File: src/rtl/mps_pkg.sv
package mps_pkg;

   // Special function register addresses.
   localparam logic [7:0] ADDR_PORT0_LATCH = 8'h80;
   localparam logic [7:0] ADDR_PTR_LOW     = 8'h82;
   localparam logic [7:0] ADDR_PTR_HIGH    = 8'h83;
   localparam logic [7:0] ADDR_STRETCH     = 8'h8e;
   localparam logic [7:0] ADDR_PORT1_LATCH = 8'h90;
   localparam logic [7:0] ADDR_PORT1_DIR   = 8'h91;
   localparam logic [7:0] ADDR_ERASE       = 8'h94;
   localparam logic [7:0] ADDR_EE_DATA     = 8'h9e;
   localparam logic [7:0] ADDR_EE_CTRL     = 8'h9f;
   localparam logic [7:0] ADDR_PORT2_LATCH = 8'ha0;
   localparam logic [7:0] ADDR_PORT2_DIR   = 8'ha1;
   localparam logic [7:0] ADDR_PORT0_DIR   = 8'ha2;
   localparam logic [7:0] ADDR_FLASH_CTRL  = 8'hb2;
   localparam logic [7:0] ADDR_FLASH_BANK  = 8'hb6;
   localparam logic [7:0] ADDR_PAGE_ADDR   = 8'hb7;

   // Field positions inside the flash control register.
   localparam int BIT_PWE     = 0;
   localparam int BIT_MEEN    = 1;
   localparam int BIT_PROT_CE = 4;
   localparam int BIT_PROT_BT = 5;
   localparam int BIT_LOCK    = 6;
   localparam int BIT_PREBOOT = 7;

   // Reset values.
   localparam logic [2:0] RST_STRETCH   = 3'h1;
   localparam logic [7:0] RST_PAGE_ADDR = 8'h00;
   localparam logic [7:0] RST_BYTE      = 8'h00;
   localparam logic [2:0] RST_BANK      = 3'h0;

   // Strobe timing: read strobes last stretch plus this, write address stretch plus this.
   localparam logic [3:0] RD_EXTRA = 4'h1;
   localparam logic [3:0] WR_EXTRA = 4'h2;

   // External memory strobes travel together.
   typedef struct packed {
      logic memaddr;
      logic memrd;
      logic memwr;
   } mps_strobe_t;

   typedef enum logic [1:0] {
      MPS_IDLE,
      MPS_ACTIVE,
      MPS_DONE
   } mps_state_t;

endpackage : mps_pkg

File: src/rtl/mps_sfr_bank.sv
`timescale 1ns/100ps
module mps_sfr_bank
   import mps_pkg::*;
#(
   parameter int PORT_W = 8,
   parameter int LOC_W  = 8
) (
   input  wire logic                   clk,
   input  wire logic                   arst_n,
   // Core access to the special function registers.
   input  wire logic [7:0]             sfr_addr,
   input  wire logic                   sfr_wr,
   input  wire logic                   sfr_rd,
   input  wire logic [7:0]             sfr_wdata,
   output logic      [7:0]             sfr_rdata,
   // Digital I/O pins, four signals per pin.
   input  wire logic [2:0][PORT_W-1:0] pin_in,
   output logic      [2:0][PORT_W-1:0] pin_out,
   output logic      [2:0][PORT_W-1:0] pin_oe,
   output logic      [2:0][PORT_W-1:0] pin_change,
   // External data move requests from the core.
   input  wire logic                   xmove_req,
   input  wire logic                   xmove_write,
   input  wire logic [7:0]             xmove_wdata,
   output logic                        xmove_ready,
   output logic                        xmove_done,
   output logic      [7:0]             xmove_rdata,
   // External memory interface.
   output mps_strobe_t                 mem_strobe,
   output logic      [15:0]            mem_addr,
   output logic      [7:0]             mem_wdata,
   input  wire logic [7:0]             mem_rdata,
   // Flash controller side.
   output logic                        flash_wr,
   output logic                        mass_erase_start,
   output logic                        page_erase_start,
   output logic      [6:0]             page_erase_num,
   output logic      [2:0]             flash_bank,
   output logic                        readout_lock,
   input  wire logic [LOC_W-1:0]       engine_code_location,
   input  wire logic [LOC_W-1:0]       boot_size,
   input  wire logic                   preboot_active,
   // Serial EEPROM interface registers.
   output logic      [7:0]             ee_data,
   output logic      [7:0]             ee_ctrl
);

   // True when a page lies in a protection region that is switched on.
   function automatic logic page_blocked(input logic [6:0] page, input logic prot_ce,
                                         input logic prot_bt, input logic [LOC_W-1:0] loc,
                                         input logic [LOC_W-1:0] boot);
      logic [LOC_W:0] p;
      p = (LOC_W+1)'(page);
      page_blocked = (prot_ce && (p >= {1'b0, loc})) ||
                     (prot_bt && (p < {1'b0, boot}));
   endfunction : page_blocked

   // Address decode, reused for each port.
   function automatic logic hit(input logic [7:0] a, input logic [7:0] target);
      hit = (a == target);
   endfunction : hit

   localparam logic [2:0][7:0] LATCH_ADDR = {ADDR_PORT2_LATCH, ADDR_PORT1_LATCH,
                                             ADDR_PORT0_LATCH};
   localparam logic [2:0][7:0] DIR_ADDR   = {ADDR_PORT2_DIR, ADDR_PORT1_DIR, ADDR_PORT0_DIR};

   logic [2:0][PORT_W-1:0] latch_q;
   logic [2:0][PORT_W-1:0] dir_q;
   logic [2:0][PORT_W-1:0] pin_prev_q;
   logic                   primed_q;
   logic [2:0]             stretch_q;
   logic [15:0]            ptr_q;
   logic                   pwe_q;
   logic                   meen_q;
   logic                   prot_ce_q;
   logic                   prot_bt_q;
   logic                   lock_q;
   logic [2:0]             bank_q;
   logic [7:0]             page_q;
   logic                   page_fresh_q;
   logic [7:0]             ee_data_q;
   logic [7:0]             ee_ctrl_q;
   logic [7:0]             rdata_q;
   logic                   erase_wr;
   logic                   page_ok;

   // Port latches and direction registers, one slice per port.
   for (genvar g = 0; g < 3; g++) begin : g_port
      always_ff @(posedge clk or negedge arst_n) begin
         if (!arst_n) begin
            latch_q[g] <= '0;
            dir_q[g]   <= '0;
         end else begin
            if (sfr_wr && hit(sfr_addr, LATCH_ADDR[g])) begin
               latch_q[g] <= sfr_wdata[PORT_W-1:0];
            end
            if (sfr_wr && hit(sfr_addr, DIR_ADDR[g])) begin
               dir_q[g] <= sfr_wdata[PORT_W-1:0];
            end
         end
      end
      assign pin_out[g] = latch_q[g];
      assign pin_oe[g]  = dir_q[g];
   end

   // Pin change events look at the pad level, not the direction, so self-made pulses count.
   always_ff @(posedge clk or negedge arst_n) begin
      if (!arst_n) begin
         pin_prev_q <= '0;
         pin_change <= '0;
         primed_q   <= 1'b0; // The first cycle after reset only primes the history.
      end else begin
         pin_prev_q <= pin_in;
         primed_q   <= 1'b1;
         pin_change <= primed_q ? (pin_in ^ pin_prev_q) : '0;
      end
   end

   // Stretch setting, data pointer and serial EEPROM registers.
   always_ff @(posedge clk or negedge arst_n) begin
      if (!arst_n) begin
         stretch_q <= RST_STRETCH;
         ptr_q     <= '0;
         ee_data_q <= RST_BYTE;
         ee_ctrl_q <= RST_BYTE;
         bank_q    <= RST_BANK;
      end else if (sfr_wr) begin
         if (hit(sfr_addr, ADDR_STRETCH)) stretch_q <= sfr_wdata[2:0];
         if (hit(sfr_addr, ADDR_PTR_LOW)) ptr_q[7:0] <= sfr_wdata;
         if (hit(sfr_addr, ADDR_PTR_HIGH)) ptr_q[15:8] <= sfr_wdata;
         if (hit(sfr_addr, ADDR_EE_DATA)) ee_data_q <= sfr_wdata;
         if (hit(sfr_addr, ADDR_EE_CTRL)) ee_ctrl_q <= sfr_wdata;
         if (hit(sfr_addr, ADDR_FLASH_BANK)) bank_q <= sfr_wdata[2:0];
      end
   end

   assign erase_wr = sfr_wr && hit(sfr_addr, ADDR_ERASE);
   assign page_ok  = page_fresh_q && !page_blocked(page_q[6:0], prot_ce_q, prot_bt_q,
                                                  engine_code_location, boot_size);

   // Flash control bits; the enable bit is spent by the erase it starts.
   always_ff @(posedge clk or negedge arst_n) begin
      if (!arst_n) begin
         pwe_q     <= 1'b0;
         meen_q    <= 1'b0;
         prot_ce_q <= 1'b0;
         prot_bt_q <= 1'b0;
         lock_q    <= 1'b0;
      end else begin
         if (sfr_wr && hit(sfr_addr, ADDR_FLASH_CTRL)) begin
            pwe_q     <= sfr_wdata[BIT_PWE];
            meen_q    <= sfr_wdata[BIT_MEEN];
            prot_ce_q <= sfr_wdata[BIT_PROT_CE];
            prot_bt_q <= sfr_wdata[BIT_PROT_BT];
            lock_q    <= lock_q | sfr_wdata[BIT_LOCK];
         end else if (erase_wr) begin
            meen_q <= 1'b0;
         end
      end
   end

   // Page address must be written again before each page erase.
   always_ff @(posedge clk or negedge arst_n) begin
      if (!arst_n) begin
         page_q       <= RST_PAGE_ADDR;
         page_fresh_q <= 1'b0;
      end else if (sfr_wr && hit(sfr_addr, ADDR_PAGE_ADDR)) begin
         page_q       <= {1'b0, sfr_wdata[6:0]};
         page_fresh_q <= 1'b1;
      end else if (erase_wr && !meen_q) begin
         page_fresh_q <= 1'b0;
      end
   end

   // Erase launch; a blocked page simply gets no start pulse.
   always_ff @(posedge clk or negedge arst_n) begin
      if (!arst_n) begin
         mass_erase_start <= 1'b0;
         page_erase_start <= 1'b0;
         page_erase_num   <= '0;
      end else begin
         mass_erase_start <= erase_wr && meen_q;
         page_erase_start <= erase_wr && !meen_q && page_ok;
         if (erase_wr) begin
            page_erase_num <= page_q[6:0];
         end
      end
   end

   // Read mux, registered; pins are read back rather than latches.
   always_ff @(posedge clk or negedge arst_n) begin
      if (!arst_n) begin
         rdata_q <= RST_BYTE;
      end else if (sfr_rd) begin
         case (sfr_addr)
            ADDR_PORT0_LATCH: rdata_q <= 8'(pin_in[0]);
            ADDR_PORT1_LATCH: rdata_q <= 8'(pin_in[1]);
            ADDR_PORT2_LATCH: rdata_q <= 8'(pin_in[2]);
            ADDR_PORT0_DIR:   rdata_q <= 8'(dir_q[0]);
            ADDR_PORT1_DIR:   rdata_q <= 8'(dir_q[1]);
            ADDR_PORT2_DIR:   rdata_q <= 8'(dir_q[2]);
            ADDR_STRETCH:     rdata_q <= {5'h00, stretch_q};
            ADDR_PTR_LOW:     rdata_q <= ptr_q[7:0];
            ADDR_PTR_HIGH:    rdata_q <= ptr_q[15:8];
            ADDR_EE_DATA:     rdata_q <= ee_data_q;
            ADDR_EE_CTRL:     rdata_q <= ee_ctrl_q;
            ADDR_FLASH_BANK:  rdata_q <= {5'h00, bank_q};
            ADDR_PAGE_ADDR:   rdata_q <= page_q;
            ADDR_FLASH_CTRL:  rdata_q <= {preboot_active, lock_q, prot_bt_q, prot_ce_q,
                                          3'h0, pwe_q};
            default:          rdata_q <= RST_BYTE;
         endcase
      end
   end

   assign sfr_rdata    = rdata_q;
   assign flash_bank   = bank_q;
   assign readout_lock = lock_q;
   assign ee_data      = ee_data_q;
   assign ee_ctrl      = ee_ctrl_q;

   // External move sequencer; the stretch value is frozen per access.
   mps_state_t  state_q;
   logic [3:0]  cnt_q;
   logic [3:0]  len_q;
   logic [3:0]  wlen_q;
   logic [2:0]  s_q;
   logic        wr_q;
   logic        to_flash_q;
   mps_strobe_t strobe_q;

   always_ff @(posedge clk or negedge arst_n) begin
      if (!arst_n) begin
         state_q    <= MPS_IDLE;
         cnt_q      <= '0;
         len_q      <= '0;
         wlen_q     <= '0;
         s_q        <= RST_STRETCH;
         wr_q       <= 1'b0;
         to_flash_q <= 1'b0;
      end else begin
         case (state_q)
            MPS_IDLE: begin
               if (xmove_req) begin
                  state_q    <= MPS_ACTIVE;
                  cnt_q      <= '0;
                  s_q        <= stretch_q;
                  wr_q       <= xmove_write;
                  to_flash_q <= xmove_write && pwe_q;
                  len_q      <= xmove_write ? 4'(stretch_q) + WR_EXTRA
                                            : 4'(stretch_q) + RD_EXTRA;
                  wlen_q     <= (stretch_q < 3'h2) ? 4'h1 : 4'(stretch_q);
               end
            end
            MPS_ACTIVE: begin
               cnt_q <= cnt_q + 4'h1;
               if (cnt_q == len_q - 4'h1) begin
                  state_q <= MPS_DONE;
               end
            end
            MPS_DONE: state_q <= MPS_IDLE;
            default:  state_q <= MPS_IDLE;
         endcase
      end
   end

   // Strobes are flopped one cycle behind the counter to keep them glitch free.
   always_ff @(posedge clk or negedge arst_n) begin
      if (!arst_n) begin
         strobe_q <= '0;
      end else begin
         strobe_q.memaddr <= (state_q == MPS_ACTIVE);
         strobe_q.memrd   <= (state_q == MPS_ACTIVE) && !wr_q;
         strobe_q.memwr   <= (state_q == MPS_ACTIVE) && wr_q && !to_flash_q &&
                             (cnt_q >= 4'h1) && (cnt_q <= wlen_q);
      end
   end

   // Address, write data, flash write pulse and captured read data.
   always_ff @(posedge clk or negedge arst_n) begin
      if (!arst_n) begin
         mem_addr    <= '0;
         mem_wdata   <= '0;
         flash_wr    <= 1'b0;
         xmove_done  <= 1'b0;
         xmove_rdata <= '0;
      end else begin
         flash_wr   <= 1'b0;
         xmove_done <= (state_q == MPS_DONE);
         if (state_q == MPS_IDLE && xmove_req) begin
            mem_addr  <= ptr_q;
            mem_wdata <= xmove_wdata;
         end
         if (state_q == MPS_ACTIVE && cnt_q == 4'h0 && to_flash_q) flash_wr <= 1'b1;
         if (state_q == MPS_DONE && !wr_q) xmove_rdata <= mem_rdata;
      end
   end

   assign mem_strobe  = strobe_q;
   assign xmove_ready = (state_q == MPS_IDLE);

   // Strobe length counters read only by the checks below.
   logic [3:0] addr_len_q, wr_len_q;
   always_ff @(posedge clk or negedge arst_n) begin
      if (!arst_n) begin
         addr_len_q <= '0;
         wr_len_q   <= '0;
      end else begin
         addr_len_q <= strobe_q.memaddr ? addr_len_q + 4'h1 : 4'h0;
         wr_len_q   <= strobe_q.memwr ? wr_len_q + 4'h1 : 4'h0;
      end
   end

   a_latch_drive: assert property (@(posedge clk) disable iff (!arst_n)
      sfr_wr && sfr_addr == ADDR_PORT0_LATCH |=> pin_out[0] == $past(sfr_wdata))
      else $error("Port 0 output does not follow latch write.");
   a_dir_write: assert property (@(posedge clk) disable iff (!arst_n)
      sfr_wr && sfr_addr == ADDR_PORT1_DIR |=> pin_oe[1] == $past(sfr_wdata))
      else $error("Port 1 direction not applied.");
   a_pin_readback: assert property (@(posedge clk) disable iff (!arst_n)
      sfr_rd && sfr_addr == ADDR_PORT2_LATCH |=> sfr_rdata == $past(pin_in[2]))
      else $error("Port read does not return pin level.");
   a_rd_strobe_width: assert property (@(posedge clk) disable iff (!arst_n)
      $fell(strobe_q.memrd) |-> addr_len_q == 4'(s_q) + RD_EXTRA)
      else $error("Read strobe width wrong.");
   a_wr_addr_width: assert property (@(posedge clk) disable iff (!arst_n)
      $fell(strobe_q.memaddr) && wr_q |-> addr_len_q == 4'(s_q) + WR_EXTRA)
      else $error("Write address width wrong.");
   a_wr_strobe_width: assert property (@(posedge clk) disable iff (!arst_n)
      $fell(strobe_q.memwr) |-> wr_len_q == ((s_q < 3'h2) ? 4'h1 : 4'(s_q)))
      else $error("Write strobe width wrong.");
   a_erase_blocked: assert property (@(posedge clk) disable iff (!arst_n)
      erase_wr && !meen_q && page_blocked(page_q[6:0], prot_ce_q, prot_bt_q,
         engine_code_location, boot_size) |=> !page_erase_start)
      else $error("Protected page erase was started.");
   a_mass_enable_spent: assert property (@(posedge clk) disable iff (!arst_n)
      mass_erase_start |-> !meen_q)
      else $error("Mass erase enable survived its erase.");
   a_lock_sticky: assert property (@(posedge clk) disable iff (!arst_n)
      readout_lock |=> readout_lock)
      else $error("Readout lock was cleared.");
   a_preboot_read: assert property (@(posedge clk) disable iff (!arst_n)
      sfr_rd && sfr_addr == ADDR_FLASH_CTRL |=> sfr_rdata[7] == $past(preboot_active))
      else $error("Preboot status misreported.");

endmodule : mps_sfr_bank

File: config.mk
export PLATFORM = sky130hd
export DESIGN_NAME = mps_sfr_bank
export DESIGN_NICKNAME = d
export VERILOG_FILES = /design/src/rtl/mps_pkg.sv /design/src/rtl/mps_sfr_bank.sv
export SDC_FILE = /design/constraint.sdc
export NUM_CORES = 1
export LEC_CHECK = 0
export BUFFER_PORTS_ARGS = -buffer_cell sky130_fd_sc_hd__buf_2
export CORE_ASPECT_RATIO = 0.75
export CORE_MARGIN = 2
export CORE_UTILIZATION = 58
export DETAILED_ROUTE_END_ITERATION = 16
export GPL_TIMING_DRIVEN = 0
export PLACE_DENSITY = 0.88
export SYNTH_ARGS = -nofsm -noshare
export SYNTH_HDL_FRONTEND = slang
export SYNTH_SLANG_ARGS = --single-unit
File: constraint.sdc
create_clock -name clk -period 3.59 [get_ports clk]
set_input_delay 0.718 -clock clk [delete_from_list [all_inputs] [get_ports clk]]
set_output_delay 0.718 -clock clk [all_outputs]
set_load 0.02 [all_outputs]
==> results.md, run 1 <==
- Finish-stage setup viols: 0
- PnR worst setup slack: 1230 ps
- Max Cap Viol: 0
- Final wirelength: 27700 um
- Pwr dens: 556 nW/um2
- Dominant synthesized flop cell: dfrtp_1
- Die area: 17800 um2
- Via count: 7291
- Startpoint Class: input port
- Seq/Total Area, Yosys: 56.0%
- CP arrival: 2750 ps
- R2R Path End: page_erase_start$_DFF_PN0_
- Vias per cell: 5.87
- Num ports: 226
- Crit path kind: input port to register
- DIE WIDTH: 153 um
- CTS Sinks: 217
- Max Freq: 423 MHz
- Mapped Cells: 771
- Share of layout cells above drive strength 1: 40.2%
- Most frequent cells in the layout: buf_2, dfrtp_1, mux2_2
- Syn-to-layout area delta: 22.0%
- Hold Path Class: input port to asynchronous set/reset pin
- Post-Syn Area: 9700 um2
- Slew @ Worst Pin: 966 ps
- DRC: 0
- Final Net Count: 1118
- Slew margin rel.: 35.6%
- CTS tree: yes
- Distinct cell type count after synthesis: 70
- Num rows: 40
- IO buf count: 220
- CORE AREA: 16200 um2
- Final Wtd Congestion: 0.961
- Pre-CTS setup slack: 874 ps
- GRT Total Usage: 31.4%
- Int Power: 4610 uW
- Crit. Startpoint: sfr_addr[1]
- Vias in the first global route: 7285
- First-pass GRT wire length: 42400 um
- CTS Hold Buffers Added: 0
- Worst reg2reg setup slack: 1850 ps
- PostCTS Resize Cnt: 0
- GR met1 Demand/Resource: 44.1%
- Worst clock skew: 26.0 ps
- Initial Util: 60.0%
- DP Area: 11100 um2
- Final instance area: 11800 um2
- Combinational fraction of design power: 20.2%
- GR peak layer: met2
- Clk_lat worst skew: 530 ps
- CTS Buf Count: 22
- Worst hold slack: 214 ps
- Most common cell after layout, fill and taps aside: buf_2
- Global routing usage on met2: 47.6%
- Reg clk slew, reported paths: 60 ps
- Status: completed
- Starting DRC count in detailed routing: 653
- Clock tree buffer depth: 3
- Post-Syn Nets: 873
- Die height: 116 um
- Post-synth EDFFs: 0
- Crit-path max FO: 10
- Post-route clock period utilization: 65.8%
- Root buffer cell: clkbuf_16
- Clk pwr share: 35.6%
- Pre-antenna DRT Iters: 5
- Fin. max-slew vios: 0
- GRT met3 Usage: 10.4%
- Initial antenna violation count: 1
- Grt ovf: 0
- Setup Buffers After CTS: 0
- NetSw: 1970 uW
- Asr flop ratio synth: 100%
- Worst Path Required: 3980 ps
- Yosys Warn Count: 0
- VDD IR max: 0.498 mV
- Worst Reg-to-Reg Cells: 7
- H-tree depth: 1
- Worst setup path end: pin_oe[2]$_DFFE_PN0P_
- Synth Register Bits: 217
- Detail Route Antenna Nets: 0
- Final Hold Viols: 0
- Largest net degree at the start of global routing: 126
- Sw frac: 30.0%
- Wire length per cell: 22.3 um
- Endpoint class of the critical path: register
- Worst r2r src: page_q[0]$_DFFE_PN0P_
- Fin crit period: 2360 ps
- Sequential share of power: 44.2%
- Syn Area/Cell: 12.6 um2
- RSZ-0062 raised after global routing: no
- DP Wirelength: 19900 um
- Static leakage: 0.00625 uW
- Setup TNS: 0 ps
power by group through the flow:
stage	sequential (uW)	clock, uW	combinational [uW]
floorplan	3130	0	621
global placement	2920	0	1270
detailed placement	2940	0	1330
CTS	2900	2350	1340
global route	2930	2450	1450
finish	2910	2340	1330
worst min-delay path by stage:
stage / start / to / cells past startpoint
2_1_floorplan: arst_n / cnt_q[0]$_DFFE_PN0P_ / 0
3_3_place_gp: state_q[0]$_DFFE_PN0P_ / xmove_done$_DFF_PN0_ / 1
3_5_place_dp: state_q[0]$_DFFE_PN0P_ / xmove_done$_DFF_PN0_ / 1
4_1_cts: arst_n / xmove_rdata[5]$_DFFE_PN0P_ / 1
5_1_grt: arst_n / mem_addr[5]$_DFFE_PN0P_ / 1
6_report: arst_n / mem_addr[5]$_DFFE_PN0P_ / 1
worst max-delay path, cell delays in order:
cell,delay (ps)
buf_2,110
buf_2,270
nor2b_1,310
buf_4,270
nand4_1,570
mux2_2,500
logic make-up (layout without fill, tap and decap cells):
group                      count (synthesis)  count (layout)  share of synthesized area [%]
AOI/OAI and AO/OA                        104             104                           7.29
muxes                                    149             149                           17.0
adders and majority gates                 23              23                           2.97
DFF                                      217             217                           56.0
other                                      1               2                         0.0387
and+or+nand+nor                          172             172                           10.5
buffers and inverters                     71             331                           3.17
xor gates and xnor gates                  34              34                           3.07
area by class of cell:
cell class,instances,area [um2]
sequential,217,5430
fill,1076,4330
buffer,41,195
inverter,30,113
clock buffer,31,624
clock inverter,8,108
tap,210,263
antenna,1,2.50
timing repair buffer,221,1140
multi-input combinational,483,3960
registers in the layout, indices dropped and copies added, names as in the netlist, 3 cells and up:
signal and count:
flash_bank 3, cnt_q 4, stretch_q 3, ptr_q 16
pin_oe 24, len_q 4, ee_data 8, page_q 7
page_erase_num 7, mem_addr 16, pin_out 24, wlen_q 3
pin_change 24, mem_strobe 3, xmove_rdata 8, mem_wdata 8
pin_prev_q 24, ee_ctrl 8, sfr_rdata 8
Yosys cell counts, types with 3 or more instances:
cell	n	share of area, %
a211oi_1	3	0.23
a21o_1	5	0.39
a21oi_1	11	0.57
a22o_1	7	0.63
a22oi_1	12	0.93
and2_1	28	1.8
buf_2	15	0.77
clkbuf_1	20	0.77
dfrtp_1	216	56
ha_1	23	3.0
inv_1	30	1.2
mux2_2	125	15
mux2i_1	24	2.5
nand2_1	50	1.9
nand2b_1	11	0.71
nand3_1	15	0.77
nand4_1	11	0.71
nor2_1	17	0.66
nor2b_1	8	0.52
nor3_1	6	0.31
o21ai_0	31	1.6
o22ai_1	9	0.58
xnor2_1	4	0.36
xor2_1	30	2.7
metal layers:
layer  vias to the layer above  wire [um]
met4                         0        683
met1                      3643      11800
li1                       3219          -
met2                       374      12200
met3                        55       2910
met5                         -          0
per-stage QoR:
stage | std cells | util [%] | power, uW
2_1_floorplan | 771 | - | 3750
3_3_place_gp | 1201 | 68.4 | 4190
3_5_place_dp | 1202 | 68.7 | 4270
4_1_cts | 1241 | 73.2 | 6590
5_1_grt | 1242 | 73.2 | 6830
6_report | 1242 | 73.2 | 6580
Power figures use the tool's default switching activity.
==> inputs of run 2 (changes only) <==
Settings changed: CORE_UTILIZATION 58 to 54, PLACE_DENSITY 0.88 to 0.83.
Clock period 3.59 ns to 2.4 ns, I/O delays scaled along.
==> run 2 against run 1 <==
Combinational power increased by 49%. Clock power increased by 50%. Wire length decreased by 2.4%. Die area increased by 7.2%. First-iteration DRC count increased by 1.2%. Core utilization decreased by 5.7 points. Clock skew decreased by 15 ps. Clock-buffer cell count decreased by 3. Largest cell class unchanged.
==> results.md, run 2 (synthesized netlist as in run 1, its figures left out) <==
- Status: completed
- Buf+Inv Stages, Crit Path: 2 (-1)
- Final wirelength: 27000 um (-2.4%)
- Root buffer cell: clkbuf_16
- Die area: 19100 um2 (+7.2%)
- Worst r2r src: ee_ctrl[3]$_DFFE_PN0P_
- CP Cell Sequence: buf_2 -> buf_2 -> mux2i_1 -> o22a_1 -> nor2_1 -> a2111oi_0 -> o22ai_1
- Detail Route Antenna Nets: 0 (unchanged)
- Final Hold Viols: 0 (unchanged)
- DP Wirelength: 19900 um (about the same)
- VDD IR max: 0.588 mV (+18%)
- Pwr dens: 825 nW/um2 (+49%)
- Dpl cells: 1234 (+2.7%)
- Cell family with most CP delay: compound AO/OA/AOI/OAI gates
- Max Cap Viol: 0 (unchanged)
- Num rows: 42 (+5.0%)
- Finish-stage setup viols: 0 (unchanged)
- Vias per cell: 5.61 (-4.5%)
- Die height: 120 um (+3.5%)
- Grt ovf: 0 (unchanged)
- CTS Buf Count: 22 (unchanged)
- Via count: 7144 (-2.0%)
- Most used cell, CP: buf_2
- Sequential share of power: 44.2% (about the same)
- CTS tree: yes
- Pre-CTS setup slack: -235 ps (-1110 ps)
- Starting DRC count in detailed routing: 661 (+1.2%)
- CTS Sinks: 217 (unchanged)
- Syn-to-layout area delta: 22.5%
- Clk pwr share: 35.6% (about the same)
- Endpoint class of the critical path: register
- Share of layout cells above drive strength 1: 40.3% (+0.15 points)
- Clk_lat worst skew: 510 ps (-20 ps)
- Worst Path Required: 2730 ps (-1250 ps)
- Sw frac: 29.3% (-0.66 points)
- Post-route clock period utilization: 93.7%
- Reg clk slew, reported paths: 60 ps (about the same)
- Ant diodes: 0 (-1)
- Hold Path Class: input port to asynchronous set/reset pin
- PostCTS Resize Cnt: 0 (unchanged)
- Slowest CP cell: mux2i_1
- Initial Util: 55.1% (-4.9 points)
- Final Wtd Congestion: 0.981 (+2.1%)
- Max Freq: 445 MHz
- Most frequent cells in the layout: buf_2, dfrtp_1, mux2_2
- Static leakage: 0.00627 uW (+0.23%)
- Crit. Startpoint: sfr_addr[0]
- Setup Buffers After CTS: 0 (unchanged)
- IO buf count: 220 (unchanged)
- Crit path kind: input port to register
- Worst clock skew: 11.5 ps (-14.5 ps)
- Power after layout: 9810 uW (+49%)
- CORE AREA: 17600 um2 (+8.9%)
- DIE WIDTH: 159 um (+3.5%)
- GRT Total Usage: 28.8% (-2.6 points)
- Combinational fraction of design power: 20.1% (about the same)
- Finished Layout Cells: 1274 (+2.6%)
- CP max stage delay: 520 ps (-50 ps)
- H-tree depth: 1 (unchanged)
- Most common cell after layout, fill and taps aside: buf_2
- Wire length per cell: 21.2 um (-4.8%)
- First-pass GRT wire length: 42000 um (-0.85%)
- RSZ-0062 raised after global routing: no
- Final Net Count: 1118 (unchanged)
- NetSw: 2870 uW (+46%)
- Slew margin rel.: 31.4% (-4.2 points)
- CP arrival: 2580 ps (-170 ps)
- Startpoint Class: input port
- Num ports: 226 (unchanged)
- Vias in the first global route: 7253 (-0.44%)
- Fin. max-slew vios: 0 (unchanged)
- Initial antenna violation count: 1 (unchanged)
- Slew @ Worst Pin: 1030 ps (+62.3 ps)
- Int Power: 6940 uW (+51%)
- Fin crit period: 2250 ps
- DRC: 0 (unchanged)
- Clock tree buffer depth: 3 (unchanged)
- Largest net degree at the start of global routing: 113 (-10%)
- PnR worst setup slack: 152 ps (-1080 ps)
- CTS Hold Buffers Added: 0 (unchanged)
- Crit-path max FO: 10 (unchanged)
- Pre-antenna DRT Iters: 7 (+2)
-- run 2: layer usage --
layer / track usage, % / vias to the layer above / part of all wire, %
met1: 42.0 / 3553 / 45
li1: - / 3228 / -
met2: 42.7 / 318 / 43
met3: 8.12 / 43 / 10
met5: 0 / - / 0.048
met4: 7.34 / 2 / 2.0
-- run 2: worst paths after layout --
kind | slack (ps) | end | cells past startpoint
max | 150 | sfr_rdata[3]$_DFFE_PN0P_ | 7
min | 2 | pin_change[13]$_DFF_PN0_ | 1
max reg2reg | 480 | sfr_rdata[3]$_DFFE_PN0P_ | 5
min reg2reg | 470 | xmove_done$_DFF_PN0_ | 1
max in group asynchronous | 1390 | mem_wdata[0]$_DFFE_PN0P_ | 2
min in group clk | 120 | pin_prev_q[11]$_DFF_PN0_ | 1
-- run 2: layout make-up --
class / count / area (um2)
Buffer: 41 / 195
Clock buffer: 28 / 593
Clock inverter: 12 / 150
Fill cell: 1314 / 5720
Inverter: 30 / 113
Multi-Input combinational cell: 483 / 3960
Sequential cell: 217 / 5430
Tap cell: 242 / 303
Timing Repair Buffer: 221 / 1140
-- run 2: per-stage QoR --
stage	utilization [%]	setup TNS, ps	hold WS (ps)	cell area (um2)
2_1_floorplan	-	0	184	9700
3_3_place_gp	63.1	-586980	448	11100
3_5_place_dp	63.3	-435	454	11100
4_1_cts	67.5	0	43.6	11900
5_1_grt	67.5	0	75.4	11900
6_report	67.5	0	1.88	11900
-- run 2: worst reg2reg max path: stages, from the launching register on --
cell,delay [ps]
dfrtp_1,400
mux2i_1,440
o22a_1,220
nor2_1,60
a2111oi_0,480
o22ai_1,150
-- run 2: power groups by stage --
| stage | logic (uW) | clock network (uW) | registers (uW) |
|---|---|---|---|
| 6_report | 1980 | 3500 | 4340 |
| 4_1_cts | 1990 | 3560 | 4330 |
| 3_5_place_dp | 1980 | 0 | 4390 |
| 3_3_place_gp | 1920 | 0 | 4370 |
| 2_1_floorplan | 929 | 0 | 4680 |
| 5_1_grt | 2160 | 3750 | 4390 |
==> inputs of run 3 (changes only) <==
Settings changed: ABC_CLOCK_PERIOD_IN_PS from default to 2400, REMOVE_ABC_BUFFERS from default to 1.
==> run 3 against run 2 <==
Wire length shrank 6.9%. Worst setup slack lost 66 ps. Clock power decreased by 8.6%. First-iteration DRC count is 8.0% lower. Cell count shrank 3.0%. Total power shrank 3.7%. Clock skew down 3.8 ps. Largest power group unchanged. Highest routed layer is now met4.
==> results.md, run 3 (synthesized netlist as in run 1, its figures left out) <==
- H-tree depth: 1 (unchanged)
- # fillers: 1342 (+2.1%)
- Grt ovf: 0 (unchanged)
- RSZ-0062 raised after global routing: no
- Wire length per cell: 20.4 um (-4.0%)
- Dpl cells: 1199 (-2.8%)
- Via count: 6919 (-3.1%)
- Max Freq: 432 MHz (-2.9%)
- Finish-stage setup viols: 0 (unchanged)
- Endpoint class of the critical path: register
- Root buffer cell: clkbuf_16
- Vias per cell: 5.60 (-0.17%)
- Max Cap Viol: 0 (unchanged)
- Finished Layout Cells: 1236 (-3.0%)
- Slew @ Worst Pin: 966 ps (-62.3 ps)
- Hold Path Class: input port to asynchronous set/reset pin
- Vias in the first global route: 6795 (-6.3%)
- Worst clock skew: 7.70 ps (-3.76 ps)
- CTS Sinks: 217 (unchanged)
- Final wirelength: 25200 um (-6.9%)
- Reg clk slew, reported paths: 60 ps (about the same)
- Detail Route Antenna Nets: 0 (unchanged)
- Initial Util: 55.1% (unchanged)
- Crit path kind: input port to register
- Initial antenna violation count: 0 (-1)
- Syn-to-layout area delta: 20.3%
- Ant diodes: 0 (unchanged)
- Startpoint Class: input port
- GRT Total Usage: 26.4% (-2.4 points)
- Pre-antenna DRT Iters: 5 (-2)
- GRT met3 Usage: 6.88% (-1.2 points)
- Fin. max-slew vios: 0 (unchanged)
- Die area: 19100 um2 (unchanged)
- Share of layout cells above drive strength 1: 40.6% (+0.33 points)
- Most common cell after layout, fill and taps aside: buf_2
- DIE WIDTH: 159 um (unchanged)
- Crit-path max FO: 16 (+6)
- Fin crit period: 2310 ps (+66.3 ps)
- DRC: 0 (unchanged)
- Num ports: 226 (unchanged)
- CTS tree: yes
- GR met1 Demand/Resource: 39.8% (-2.3 points)
- Largest net degree at the start of global routing: 112 (-0.88%)
- PnR worst setup slack: 85.5 ps (-66.3 ps)
- CTS Buf Count: 21 (-4.5%)
- Final Hold Viols: 0 (unchanged)
- Final Net Count: 1082 (-3.2%)
- IO buf count: 225 (+2.3%)
- Pwr dens: 810 nW/um2 (-1.9%)
- Most frequent cells in the layout: buf_2, dfrtp_1, mux2_2
- Clock tree buffer depth: 3 (unchanged)
- Global routing usage on met2: 38.8% (-3.9 points)
- First-pass GRT wire length: 39000 um (-7.3%)
- DP Wirelength: 17800 um (-10%)
- Pre-CTS setup slack: -760 ps (-525 ps)
- VDD IR max: 0.535 mV (-9.0%)
- Slew margin rel.: 34.7% (+3.3 points)
- Power after layout: 9450 uW (-3.7%)
- Worst Path Required: 2780 ps (+50 ps)
- Die height: 120 um (unchanged)
- Starting DRC count in detailed routing: 608 (-8.0%)
- CP arrival: 2700 ps (+120 ps)
- CTS Hold Buffers Added: 0 (unchanged)
- GR peak layer: met1
- CORE AREA: 17600 um2 (unchanged)
- Final Wtd Congestion: 0.930 (-5.2%)
- Static leakage: 0.00615 uW (-1.8%)
- Clk_lat worst skew: 490 ps (-20 ps)
- Status: completed
- Post-route clock period utilization: 96.4% (+2.8 points)
- Num rows: 42 (unchanged)
-- run 3: changes by cell type in the layout (fill, tap and decap cells not counted), sizes merged --
cell,before,now
inv,31,30
clkinv,8,6
clkbuf,48,30
bufinv,3,1
buf,242,227
-- run 3: repair_timing --
| item | in CTS | in global routing |
|---|---|---|
| buffers inserted | 0 | 0 |
| gates resized for setup | 3 | 1 |
| endpoints found under the setup margin | 55 | 15 |
-- run 3: per-stage QoR --
step | instance area, um2 | hold WS (ps) | utilization [%] | setup TNS (ps)
after floorplan | 9500 | 184 | - | -1690
after global placement | 10900 | 447 | 62.1 | -671950
after detailed placement | 11000 | 465 | 62.4 | -49150
after CTS | 11700 | 64.7 | 66.2 | 0
after global routing | 11700 | 109 | 66.3 | 0
final | 11700 | 22.9 | 66.3 | 0
-- run 3: path summary, 6_finish.rpt --
check | depth (start not counted) | startpoint | end | slack [ps]
setup reg to reg | 3 | state_q[1]$_DFFE_PN0P_ | mem_addr[3]$_DFFE_PN0P_ | 510
max in group asynchronous | 2 | arst_n | stretch_q[0]$_DFFE_PN1P_ | 1390
hold / removal | 1 | arst_n | pin_change[11]$_DFF_PN0_ | 20
min in group clk | 1 | pin_in[21] | pin_prev_q[21]$_DFF_PN0_ | 140
hold reg to reg | 2 | pin_out[9]$_DFFE_PN0P_ | pin_out[9]$_DFFE_PN0P_ | 480
setup / recovery | 5 | sfr_addr[4] | ee_ctrl[5]$_DFFE_PN0P_ | 90
-- run 3: layout make-up --
cell class                      instances  area (um2)  share of cell area, %
Clock buffer                           30         599                   5.14
Tap cell                              242         303                   2.59
Inverter                               30         113                  0.965
Clock inverter                          7        60.1                  0.515
Sequential cell                       217        5430                   46.5
Multi-Input combinational cell        483        3990                   34.2
Timing Repair Buffer                  227        1170                   10.1
-- run 3: worst max-delay path: stages --
cell and delay (ps):
buf_2 310, nor4bb_2 850, and2_4 330, nand4_2 310, mux2_2 400
-- run 3: power by group --
| group | switching [uW] | internal, uW | total (uW) | leakage [uW] |
|---|---|---|---|---|
| clock network | 1360 | 1840 | 3200 | 0.000331 |
| registers | 270 | 4060 | 4330 | 0.00288 |
| logic | 1140 | 774 | 1920 | 0.00294 |
-- run 3: layer usage --
layer | wire length, um | vias to the layer above
met5 | 0 | -
met4 | 566 | 0
met3 | 2280 | 45
met2 | 10800 | 318
met1 | 11500 | 3425
li1 | - | 3131
